### src/ldc_map.vh
// Purpose: Register offsets, fields, reset values and timing counts
// Assumes: APB byte addresses, one aligned 32-bit word per register
// Notes:   Definitions only
`ifndef LDC_MAP_VH
`define LDC_MAP_VH

// ************************************************************
// Register offsets
// ************************************************************
`define LDC_OFS_CTRL      8'h00
`define LDC_OFS_PRESC     8'h04
`define LDC_OFS_PIX0      8'h10
`define LDC_OFS_PIX3      8'h1C
`define LDC_OFS_INTSTAT   8'h20
`define LDC_OFS_INTMASK   8'h24

// ************************************************************
// Field positions
// ************************************************************
`define LDC_CTRL_WRITE_FAILED_ERROR_FLAG     5
`define LDC_CTRL_BIASEN   4
`define LDC_CTRL_CS_HI    3
`define LDC_CTRL_CS_LO    2
`define LDC_CTRL_MUX_HI   1
`define LDC_CTRL_MUX_LO   0
`define LDC_PRESC_WA      4
`define LDC_INT_WRITE_FAILED_ERROR_FLAG      0
`define LDC_INT_FRAME     1

// ************************************************************
// Encodings and reset values
// ************************************************************
`define LDC_CS_SYSTEM     2'h0
`define LDC_CS_SECOND     2'h1
`define LDC_MUX_STATIC    2'h0
`define LDC_MUX_HALF      2'h1
`define LDC_MUX_THIRD     2'h2
`define LDC_RST_CTRL      8'h00
`define LDC_RST_BIASEN    1'b0
`define LDC_RST_PRESC     4'h0
`define LDC_RST_MASK      2'h0

// ************************************************************
// Timing counts
// ************************************************************
`define LDC_SYS_DIV       8192
`define LDC_OSC_DIV       5'h1F
`define LDC_WA_BLOCK      3'h4

`endif

### src/ldc_clk_div.v
// Purpose: Selects and divides the display clock source into ticks
// Assumes: Oscillator levels already pass a two-flop synchroniser
// Notes:   One mclk-wide tick per divided source period
`timescale 1ns/1ps
`default_nettype none
`include "ldc_map.vh"

module ldc_clk_div #(
	parameter SYS_DIV = `LDC_SYS_DIV
) (
	input  wire       mclk,
	input  wire       rstn,
	input  wire [1:0] clkSel,
	input  wire       secOscSync,
	input  wire       lfOscSync,
	output reg        srcTick
);

	// ************************************************************
	// Source edge detect and counters
	// ************************************************************
	reg  [12:0] sysCnt_q;
	reg  [4:0]  oscCnt_q;
	reg         oscPrev_q;
	wire        oscLevel;
	wire        oscRise;
	wire        sysWrap;

	// Upper select bit wins regardless of the lower one
	assign oscLevel = clkSel[1] ? lfOscSync : secOscSync; // RULE_06
	assign oscRise  = oscLevel & ~oscPrev_q;
	assign sysWrap  = (sysCnt_q == SYS_DIV[12:0] - 13'h0001) |
		(sysCnt_q == 13'h1FFF);

	always @(posedge mclk) begin
		if (!rstn) begin
			sysCnt_q  <= 13'h0000;
			oscCnt_q  <= 5'h00;
			oscPrev_q <= 1'b0;
			srcTick   <= 1'b0;
		end else begin
			oscPrev_q <= oscLevel;
			sysCnt_q  <= sysWrap ? 13'h0000 : sysCnt_q + 13'h0001;
			if (oscRise)
				oscCnt_q <= oscCnt_q + 5'h01;
			if (clkSel == `LDC_CS_SYSTEM)
				srcTick <= sysWrap; // RULE_04
			else if (clkSel == `LDC_CS_SECOND)
				srcTick <= oscRise & (oscCnt_q == `LDC_OSC_DIV); // RULE_05
			else
				srcTick <= oscRise & (oscCnt_q == `LDC_OSC_DIV); // RULE_06
		end
	end

endmodule
`default_nettype wire

### src/ldc_control.v
// Purpose: Display driver control fields, pixel data and APB slave
// Assumes: Oscillator pins asynchronous to mclk; zero-wait APB
// Notes:   Only the low control fields are built, with all four multiplex settings
//
// Operation
// RULE_01: Blocked pixel write sets write-failed flag
// RULE_02: Flag holds until software clears it
// RULE_03: Bias enable bit drives bias pins
// RULE_04: Select 00 uses system clock divided 8192
// RULE_05: Select 01 uses secondary oscillator over 32
// RULE_06: Select 1x uses low-frequency oscillator over 32
// RULE_07: Commons 00 means static, first common only
// RULE_08: Prescaler register shows read-only write-allow bit
//
// The APB slave port and the placing of the registers were chosen for this implementation.
`timescale 1ns/1ps
`default_nettype none
`include "ldc_map.vh"

module ldc_control #(
	parameter SYS_DIV = `LDC_SYS_DIV
) (
	input  wire        mclk,
	input  wire        rstn,
	input  wire        psel,
	input  wire        penable,
	input  wire        pwrite,
	input  wire [7:0]  paddr,
	input  wire [31:0] pwdata,
	output reg  [31:0] prdata,
	output wire        pready,
	output wire        pslverr,
	output reg         irq,
	input  wire        secOscPin,
	input  wire        lfOscPin,
	output reg         biasPinEnable,
	output reg  [3:0]  commonEnable,
	output reg         staticBias,
	output reg  [31:0] pixelData,
	output reg         frameTick,
	output wire        writeAllow
);

	// ************************************************************
	// Address decode helpers
	// ************************************************************
	function isPixel;
		input [7:0] a;
		begin
			isPixel = (a >= `LDC_OFS_PIX0) && (a <= `LDC_OFS_PIX3) &&
				(a[1:0] == 2'h0);
		end
	endfunction

	function isMapped;
		input [7:0] a;
		begin
			isMapped = isPixel(a) ||
				(a == `LDC_OFS_CTRL) ||
				(a == `LDC_OFS_PRESC) ||
				(a == `LDC_OFS_INTSTAT) ||
				(a == `LDC_OFS_INTMASK);
		end
	endfunction

	// ************************************************************
	// Declarations
	// ************************************************************
	reg         biasEn_q;
	reg  [1:0]  clkSel_q;
	reg  [1:0]  muxSel_q;
	reg         write_failed_error_flag_q;
	reg         write_failed_error_flag_d;
	reg  [3:0]  presc_q;
	reg  [3:0]  prescCnt_q;
	reg  [2:0]  waBlock_q;
	reg  [7:0]  pixMem_q [0:3];
	reg  [1:0]  intStat_q;
	reg  [1:0]  intStat_d;
	reg  [1:0]  intMask_q;
	reg         secMeta_q;
	reg         secSync_q;
	reg         lfMeta_q;
	reg         lfSync_q;
	reg  [7:0]  rdWord;
	wire        srcTick;
	wire        setup;
	wire        access;
	wire        wrAccess;
	wire        pixWrite;
	wire        pixFail;
	wire        ctrlWrite;
	wire        statWrite;
	wire [1:0]  pixIdx;
	wire        prescWrap;
	integer     i;

	// ************************************************************
	// Bus handshake
	// ************************************************************
	// Every access completes in one access cycle, so pready is tied high
	assign setup     = psel & ~penable;
	assign access    = psel & penable;
	assign pready    = 1'b1;
	assign pslverr   = access & ~isMapped(paddr);
	assign wrAccess  = access & pwrite & isMapped(paddr);
	assign pixWrite  = wrAccess & isPixel(paddr);
	assign pixIdx    = paddr[3:2];
	assign ctrlWrite = wrAccess & (paddr == `LDC_OFS_CTRL);
	assign statWrite = wrAccess & (paddr == `LDC_OFS_INTSTAT);

	// ************************************************************
	// Oscillator synchronisers
	// ************************************************************
	always @(posedge mclk) begin
		if (!rstn) begin
			secMeta_q <= 1'b0;
			secSync_q <= 1'b0;
			lfMeta_q  <= 1'b0;
			lfSync_q  <= 1'b0;
		end else begin
			secMeta_q <= secOscPin;
			secSync_q <= secMeta_q;
			lfMeta_q  <= lfOscPin;
			lfSync_q  <= lfMeta_q;
		end
	end

	// ************************************************************
	// Clock source selection
	// ************************************************************
	ldc_clk_div #(
		.SYS_DIV    (SYS_DIV)
	) u_clk_div (
		.mclk       (mclk),
		.rstn       (rstn),
		.clkSel     (clkSel_q),
		.secOscSync (secSync_q),
		.lfOscSync  (lfSync_q),
		.srcTick    (srcTick)
	);

	// ************************************************************
	// Prescaler and frame update window
	// ************************************************************
	assign prescWrap  = srcTick & (prescCnt_q == presc_q);
	// Pixel writes are locked while the shadow copy settles
	assign writeAllow = (waBlock_q == 3'h0); // RULE_08

	always @(posedge mclk) begin
		if (!rstn) begin
			prescCnt_q <= 4'h0;
			waBlock_q  <= 3'h0;
			frameTick  <= 1'b0;
		end else begin
			frameTick <= prescWrap;
			if (prescWrap)
				prescCnt_q <= 4'h0;
			else if (srcTick)
				prescCnt_q <= prescCnt_q + 4'h1;
			if (prescWrap)
				waBlock_q <= `LDC_WA_BLOCK;
			else if (waBlock_q != 3'h0)
				waBlock_q <= waBlock_q - 3'h1;
		end
	end

	// ************************************************************
	// Control and prescaler registers
	// ************************************************************
	always @(posedge mclk) begin
		if (!rstn) begin
			biasEn_q <= `LDC_RST_BIASEN;
			clkSel_q <= `LDC_CS_SYSTEM;
			muxSel_q <= `LDC_MUX_STATIC;
			presc_q  <= `LDC_RST_PRESC;
		end else begin
			if (ctrlWrite) begin
				biasEn_q <= pwdata[`LDC_CTRL_BIASEN];
				clkSel_q <= pwdata[`LDC_CTRL_CS_HI:`LDC_CTRL_CS_LO];
				muxSel_q <= pwdata[`LDC_CTRL_MUX_HI:`LDC_CTRL_MUX_LO];
			end
			if (wrAccess && paddr == `LDC_OFS_PRESC)
				presc_q <= pwdata[3:0];
		end
	end

	// ************************************************************
	// Write-failed flag
	// ************************************************************
	assign pixFail = pixWrite & ~writeAllow; // RULE_01

	// Software clears by writing zero; a failure in the same cycle wins
	always @* begin
		write_failed_error_flag_d = write_failed_error_flag_q; // RULE_02
		if (ctrlWrite && !pwdata[`LDC_CTRL_WRITE_FAILED_ERROR_FLAG])
			write_failed_error_flag_d = 1'b0;
		if (pixFail)
			write_failed_error_flag_d = 1'b1; // RULE_01
	end

	always @(posedge mclk) begin
		if (!rstn)
			write_failed_error_flag_q <= 1'b0;
		else
			write_failed_error_flag_q <= write_failed_error_flag_d;
	end

	// ************************************************************
	// Pixel data and display shadow
	// ************************************************************
	// Blocked writes are dropped so the glass never shows a torn frame
	always @(posedge mclk) begin
		if (!rstn) begin
			for (i = 0; i < 4; i = i + 1)
				pixMem_q[i] <= 8'h00;
			pixelData <= 32'h0000_0000;
		end else begin
			if (pixWrite && writeAllow)
				pixMem_q[pixIdx] <= pwdata[7:0];
			if (prescWrap)
				pixelData <= {pixMem_q[3], pixMem_q[2], pixMem_q[1], pixMem_q[0]};
		end
	end

	// ************************************************************
	// Glass drive outputs
	// ************************************************************
	always @(posedge mclk) begin
		if (!rstn) begin
			biasPinEnable <= 1'b0;
			commonEnable  <= 4'h1;
			staticBias    <= 1'b1;
		end else begin
			biasPinEnable <= biasEn_q; // RULE_03
			staticBias    <= (muxSel_q == `LDC_MUX_STATIC); // RULE_07
			case (muxSel_q)
				`LDC_MUX_STATIC: begin
					commonEnable <= 4'h1; // RULE_07
				end
				`LDC_MUX_HALF: begin
					commonEnable <= 4'h3;
				end
				`LDC_MUX_THIRD: begin
					commonEnable <= 4'h7;
				end
				default: begin
					commonEnable <= 4'hF;
				end
			endcase
		end
	end

	// ************************************************************
	// Interrupt status and mask
	// ************************************************************
	always @* begin
		intStat_d = intStat_q;
		if (statWrite)
			intStat_d = intStat_q & ~pwdata[1:0];
		if (pixFail)
			intStat_d[`LDC_INT_WRITE_FAILED_ERROR_FLAG] = 1'b1;
		if (prescWrap)
			intStat_d[`LDC_INT_FRAME] = 1'b1;
	end

	always @(posedge mclk) begin
		if (!rstn) begin
			intStat_q <= 2'h0;
			intMask_q <= `LDC_RST_MASK;
			irq       <= 1'b0;
		end else begin
			intStat_q <= intStat_d;
			if (wrAccess && paddr == `LDC_OFS_INTMASK)
				intMask_q <= pwdata[1:0];
			irq <= |(intStat_d & intMask_q);
		end
	end

	// ************************************************************
	// Read path
	// ************************************************************
	// Captured in the setup cycle so prdata comes from a flop
	always @* begin
		rdWord = 8'h00;
		if (isPixel(paddr)) begin
			rdWord = pixMem_q[pixIdx];
		end else begin
			case (paddr)
				`LDC_OFS_CTRL: begin
					rdWord = {2'h0, write_failed_error_flag_q, biasEn_q, clkSel_q, muxSel_q};
				end
				`LDC_OFS_PRESC: begin
					rdWord = {3'h0, writeAllow, presc_q}; // RULE_08
				end
				`LDC_OFS_INTSTAT: begin
					rdWord = {6'h00, intStat_q};
				end
				`LDC_OFS_INTMASK: begin
					rdWord = {6'h00, intMask_q};
				end
				default: begin
					rdWord = 8'h00;
				end
			endcase
		end
	end

	always @(posedge mclk) begin
		if (!rstn)
			prdata <= 32'h0000_0000;
		else if (setup && !pwrite)
			prdata <= {24'h00_0000, rdWord};
	end

endmodule
`default_nettype wire

### config.mk
export PLATFORM = sky130hd
export DESIGN_NAME = ldc_control
export DESIGN_NICKNAME = d
export VERILOG_FILES = /design/src/ldc_clk_div.v /design/src/ldc_control.v
export VERILOG_INCLUDE_DIRS = /design/src
export SDC_FILE = /design/constraint.sdc
export NUM_CORES = 1
export LEC_CHECK = 0
export ABC_AREA = 0
export BUFFER_PORTS_ARGS = -buffer_cell sky130_fd_sc_hd__buf_2
export CAP_MARGIN = 20
export CORE_MARGIN = 5
export CORE_UTILIZATION = 59
export CTS_BUF_LIST = sky130_fd_sc_hd__clkbuf_4 sky130_fd_sc_hd__clkbuf_8 sky130_fd_sc_hd__clkbuf_16
export CTS_CLUSTER_SIZE = 24
export DETAILED_ROUTE_END_ITERATION = 8
export PLACE_DENSITY = 0.86
export SETUP_SLACK_MARGIN = 0.2
export SYNTH_ARGS = -nofsm -noshare
export SYNTH_HDL_FRONTEND = slang
export SYNTH_HIERARCHICAL = 1
export SYNTH_SLANG_ARGS = --single-unit
### constraint.sdc
create_clock -name mclk -period 3 [get_ports mclk]
set_input_delay 0.3 -clock mclk [delete_from_list [all_inputs] [get_ports mclk]]
set_output_delay 0.3 -clock mclk [all_outputs]
set_load 0.05 [all_outputs]
==> metrics, run 1 <==
CTS root buffer=clkbuf_8; Worst-path clk slew=0.06 ns; Top FF cell, synth=dfxtp_1; Final min period=2.04 ns; die width=108 um; insertion delay to the later sink of the worst-skew pair=0.52 ns; first-pass GRT wire length=22800 um; number of global-route vias before repair=4550; Syn Inst Count=548; EDFF count, synth=32; Critical Path Sink Type=output pin; type of origin of the critical path=flip-flop; Critical Path Fanout Max=5; post-synth cell types=61; CTS resizes=0; initial DRC count=451; final worst-path cycle share=68.1%; FF-to-FF setup slack=1.07 ns; via density per instance=6.00; area grow syn2layout=16.0%; commonest non-fill, non-tap cell in the layout=dfxtp_1; Via Count=4557; Residual DRC=0; CP Class=reg -> out; RD Place Congestion=0.889; f_max=489 MHz; maxcap violations=0; Port Buffer Count=71; Final setup viols=0; GRT Overall Usage=25.4%; n_diodes=0; CTS Sinks=124; Final Worst Setup Slack=0.956 ns; most frequent cells in the layout=92 x dfxtp_1, 71 x buf_2, 53 x a21oi_1; warnings from Yosys=6; fin nets=670; die area=11600 um^2; Yosys reg bits=124; Post-CTS Setup Repair Bufs=0; Clock Path Buffers=2; GRT overflow=0; 1st-pass router iterations=5; Final Max Tran Viols=0; dpl hpwl=9170 um; count of final hold-check violations=0; sequential fraction of the synthesis area=49.6%; status=finished clean; fraction of layout instances using a drive strength above 1=24.1%; worst vdd rail ir drop=0.000390 V; cts bufs inserted=17; H-Tree Level Count=4; Mapped Area=5650 um^2; Initial Utilization=60.8%; RSZ-0062 raised after global routing=false; Clock Skew=0.00869 ns; leak pwr=2.68 nW; # rows=35; Routed Antenna Nets=0; largest net degree at the start of global routing=53; asr flop ratio synth=0%; I/O pins=122; Least-Margin Pin Slew=0.643 ns; worst hold path type=in -> reg; WL final=14200 um; CP required=2.70 ns; Worst slew margin=56.9%; total power=0.00417 W; antenna violations before repair=0; syn_area_per_cell=10.3 um^2; CORE AREA=9280 um^2; WL/cell=18.7 um; final core utilization=70.6%; worst slack, placed=1.04 ns; Power Dens Cells=637 nW/um^2; TNS Setup=0 ns; CTS tree=built; Arr. time, crit path=1.74 ns; die height=108 um
report_power, final:
group | leakage (nW) | internal [W] | switching (W)
combinational | 1.32 | 0.000108 | 0.000310
sequential | 1.07 | 0.00176 | 0.0000281
clock | 0.285 | 0.00121 | 0.000762
total | 2.68 | 0.00308 | 0.00110
final cells by class:
class                      count  area (um^2)
inverter                      12         45.0
clock inverter                12          113
tap                          129          161
timing repair buffer          84          458
multi-input combinational    378         2500
clock buffer                  20          472
fill                         661         2730
sequential                   124         2800
logic make-up (layout without fill, tap and decap cells):
family	after synthesis	count (layout)	share of synthesized area, %
XOR/XNOR	11	11	1.71
flip-flops	124	124	49.6
multiplexers	20	20	5.34
other	2	26	0.133
AO/OA/AOI/OAI	131	131	14.4
AND/OR/NAND/NOR	184	184	19.8
buffers and inverters	70	128	7.66
adder cells (fa/ha/maj)	6	6	1.33
final timing paths:
kind / startpoint / to / cells after the start
max: waBlock_q[0] / writeAllow / 5
min: pwdata[3] / presc_q[3] / 3
min reg2reg: lfMeta_q / lfSync_q / 1
max reg2reg: waBlock_q[0] / pixMem_q[1][2] / 7
state kept, by name, summed over array words and instances, names as in the netlist, 3 cells and up:
name / cells
u_clk_div/sysCnt_q: 13
pixelData: 32
pixMem_q: 32
presc_q: 4
commonEnable: 3
prescCnt_q: 4
waBlock_q: 3
prdata: 8
u_clk_div/oscCnt_q: 5
worst max-delay path, cell delays in order (launching register included):
cell and delay (ns):
dfxtp_1 0.29, inv_1 0.11, ha_1 0.19, nand2b_1 0.16
inv_2 0.18, buf_2 0.29
synth_stat cells, types with 7 or more instances:
cell type	instances	area [um^2]
nand2_1	14	52.6
mux2i_1	11	110
and3_1	13	81.3
dfxtp_1	92	1840
a21oi_1	53	265
o21ai_1	31	155
and2_1	32	200
buf_6	8	90.1
nand4_1	7	43.8
clkbuf_1	14	52.6
edfxtp_1	32	961
buf_4	26	195
inv_1	9	33.8
buf_2	9	45.0
nand3_1	46	230
nor2_1	30	113
mux4_2	8	180
xor2_1	7	61.3
o21ai_0	15	75.1
per-layer routing:
layer	part of all wire (%)	vias up	GRT usage [%]
met3	8.5	72	6.54
li1	-	2086	-
met2	50	265	43.7
met1	36	2134	28.9
met4	5.0	0	13.0
met5	0	-	0
stage by stage:
step                hold WS, ns  std cells  cell area (um^2)
floorplan                 0.412        572              5740
global placement          0.417        725              5950
detailed placement        0.424        725              5950
CTS                      0.0899        759              6560
global route              0.115        759              6560
finish                    0.104        759              6560
timing repair:
item / in CTS / in global routing
endpoints found under the hold margin: 2 / 0
endpoints found under the setup margin: 0 / 0
hold buffers: 2 / 0
(Power assumes the default switching activity.)
==> inputs of run 2 (changes only) <==
--- a/config.mk
+++ b/config.mk
@@ -10,11 +10,11 @@
 export BUFFER_PORTS_ARGS = -buffer_cell sky130_fd_sc_hd__buf_2
 export CAP_MARGIN = 20
 export CORE_MARGIN = 5
-export CORE_UTILIZATION = 59
+export CORE_UTILIZATION = 54
 export CTS_BUF_LIST = sky130_fd_sc_hd__clkbuf_4 sky130_fd_sc_hd__clkbuf_8 sky130_fd_sc_hd__clkbuf_16
 export CTS_CLUSTER_SIZE = 24
 export DETAILED_ROUTE_END_ITERATION = 8
-export PLACE_DENSITY = 0.86
+export PLACE_DENSITY = 0.79
 export SETUP_SLACK_MARGIN = 0.2
 export SYNTH_ARGS = -nofsm -noshare
 export SYNTH_HDL_FRONTEND = slang
==> constraint.sdc (replaced) <==
create_clock -name mclk -period 1.9 [get_ports mclk]
set_input_delay 0.19 -clock mclk [delete_from_list [all_inputs] [get_ports mclk]]
set_output_delay 0.19 -clock mclk [all_outputs]
set_load 0.05 [all_outputs]
==> metrics, run 2 (same netlist as run 1, synthesis figures left out) <==
status=finished clean; Final min period=1.68 ns; Residual DRC=0 (unchanged); Worst slew margin=61.3% (+4.4 points); RSZ-0062 raised after global routing=true; TNS Setup=0 ns (unchanged); CTS Sinks=124 (unchanged); fin nets=691 (+3.1%); Critical Path Sink Type=flip-flop; H-Tree Level Count=4 (unchanged); Final Max Tran Viols=0 (unchanged); Switching Fraction=24.6% (-1.8 points); largest net degree at the start of global routing=34 (-36%); Least-Margin Pin Slew=0.579 ns (-0.0643 ns); I/O pins=122 (unchanged); leak pwr=2.82 nW (+5.6%); most frequent cells in the layout=89 x dfxtp_1, 69 x buf_2, 53 x a21oi_1; number of buffers and inverters on the critical path=4 (+1); Clock Skew=0.00450 ns (-0.00419 ns); GRT Overall Usage=21.1% (-4.3 points); fraction of layout instances using a drive strength above 1=28.0% (+3.8 points); Crit path largest cell delay=0.32 ns (+0.03 ns); CORE AREA=10300 um^2 (+11%); worst path cell trace=inv_2, ha_4, nand2b_4, inv_8, nand4_4, buf_4, o21ai_2, buf_4; Top Registers=pixMem_q (32), pixelData (32), u_clk_div/sysCnt_q (13); die area=12600 um^2 (+8.4%); maxcap violations=0 (unchanged); 1st-pass router iterations=5 (unchanged); Port Buffer Count=71 (unchanged); GRT overflow=0 (unchanged); Gate power share=12.4% (+2.4 points); count of final hold-check violations=0 (unchanged); WL/cell=16.8 um (-10%); area grow syn2layout=22.7%; Top delay family on crit path=buffers and inverters; type of origin of the critical path=flip-flop; CP Class=reg -> reg; cts bufs inserted=17 (unchanged); switching power=0.00175 W (+59%); worst vdd rail ir drop=0.000644 V (+65%); Flop pwr share=39.7% (-3.1 points); Via Count=4551 (-0.13%); Slowest cell on crit path=dfxtp_2; RD Place Congestion=0.923 (+3.8%); Routed Antenna Nets=0 (unchanged); CP required=2.12 ns (-0.58 ns); WL final=13200 um (-6.8%); CTS root buffer=clkbuf_8; Filler Cells Inserted=758 (+15%); Initial Utilization=55.0% (-5.9 points); Clock power frac=48.0% (+0.8 points); worst hold path type=in -> reg; final worst-path cycle share=88.2%; CTS tree=built; Worst-path clk slew=0.06 ns (about the same); commonest non-fill, non-tap cell in the layout=dfxtp_1; Power Internal=0.00537 W (+74%); Critical Path Fanout Max=8 (+3); initial DRC count=384 (-15%); number of global-route vias before repair=4348 (-4.4%); antenna violations before repair=0 (unchanged); via density per instance=5.78 (-3.7%); Power Dens Cells=1030 nW/um^2 (+61%); dpl hpwl=9360 um (+2.0%); die height=112 um (+4.1%); first-pass GRT wire length=21400 um (-6.4%); die width=112 um (+4.1%); # rows=37 (+5.7%); Clock Path Buffers=2 (unchanged); Arr. time, crit path=1.89 ns (+0.15 ns); insertion delay to the later sink of the worst-skew pair=0.51 ns (about the same); n_diodes=0 (unchanged); Final setup viols=0 (unchanged); cell mode on critical path=buf_4; Hold WS=0.0401 ns (-0.0641 ns); f_max=597 MHz
run 2: cell count changes in the layout (fill, tap and decap cells not counted), moves of 3 or more:
cell / delta
buf_12: +3
buf_4: +13
bufinv_16: +4
dfxtp_1: -3
dfxtp_2: +3
dlygate4sd3_1: +5
o21ai_0: -3
run 2: cell type report:
| cell class | instances | area [um^2] | area share (%) |
|---|---|---|---|
| clock buffer | 17 | 414 | 5.97 |
| clock inverter | 15 | 223 | 3.21 |
| inverter | 12 | 52.6 | 0.758 |
| multi-input combinational | 378 | 2590 | 37.3 |
| sequential | 124 | 2810 | 40.5 |
| tap | 136 | 170 | 2.45 |
| timing repair buffer | 105 | 678 | 9.78 |
run 2: power groups by stage:
stage / clock (W) / sequential (W) / combinational, W
2_1_floorplan: 0 / 0.00288 / 0.000591
3_3_place_gp: 0 / 0.00287 / 0.000717
3_5_place_dp: 0 / 0.00287 / 0.000737
4_1_cts: 0.00345 / 0.00282 / 0.000765
5_1_grt: 0.00359 / 0.00283 / 0.000933
6_report: 0.00341 / 0.00282 / 0.000879
run 2: stage by stage:
| step | total power [W] | utilization, % | worst slack (ns) | cells | instance area (um^2) |
|---|---|---|---|---|---|
| 2_1_floorplan | 0.00347 | - | 0.183 | 572 | 5790 |
| 3_3_place_gp | 0.00359 | 59.3 | 0.0255 | 739 | 6100 |
| 3_5_place_dp | 0.00361 | 59.3 | 0.0271 | 739 | 6100 |
| 4_1_cts | 0.00703 | 66.6 | 0.204 | 780 | 6840 |
| 5_1_grt | 0.00735 | 67.4 | 0.163 | 787 | 6930 |
| 6_report | 0.00711 | 67.4 | 0.224 | 787 | 6930 |
run 2: metal layers:
| layer | track usage [%] | share of wire, % |
|---|---|---|
| met1 | 27.7 | 42 |
| met2 | 34.2 | 48 |
| met3 | 5.34 | 9.4 |
| met4 | 6.97 | 1.1 |
| met5 | 0 | 0 |
run 2: final timing paths:
path,end,slack [ns],depth (start not counted),from
worst max-delay path,pixMem_q[3][5],0.22,8,waBlock_q[1]
worst max register to register,pixMem_q[3][5],0.22,8,waBlock_q[1]
worst min register to register,secSync_q,0.44,1,secMeta_q
worst min-delay path,pixMem_q[3][5],0.04,2,pwdata[5]
run 2: worst reg2reg max path, stage by stage (launching register included):
cell and delay [ns]:
dfxtp_2 0.32, inv_2 0.08, ha_4 0.15, nand2b_4 0.09, inv_8 0.08, nand4_4 0.14, buf_4 0.20, o21ai_2 0.12
buf_4 0.20
run 2: what timing repair did:
action,in CTS,in global routing
gates resized for setup,4,10
setup buffers,2,7
gates cloned,0,0
endpoints found under the setup margin,5,64
pin swaps,2,4
hold endpoints to repair,9,0
hold buffers,7,0
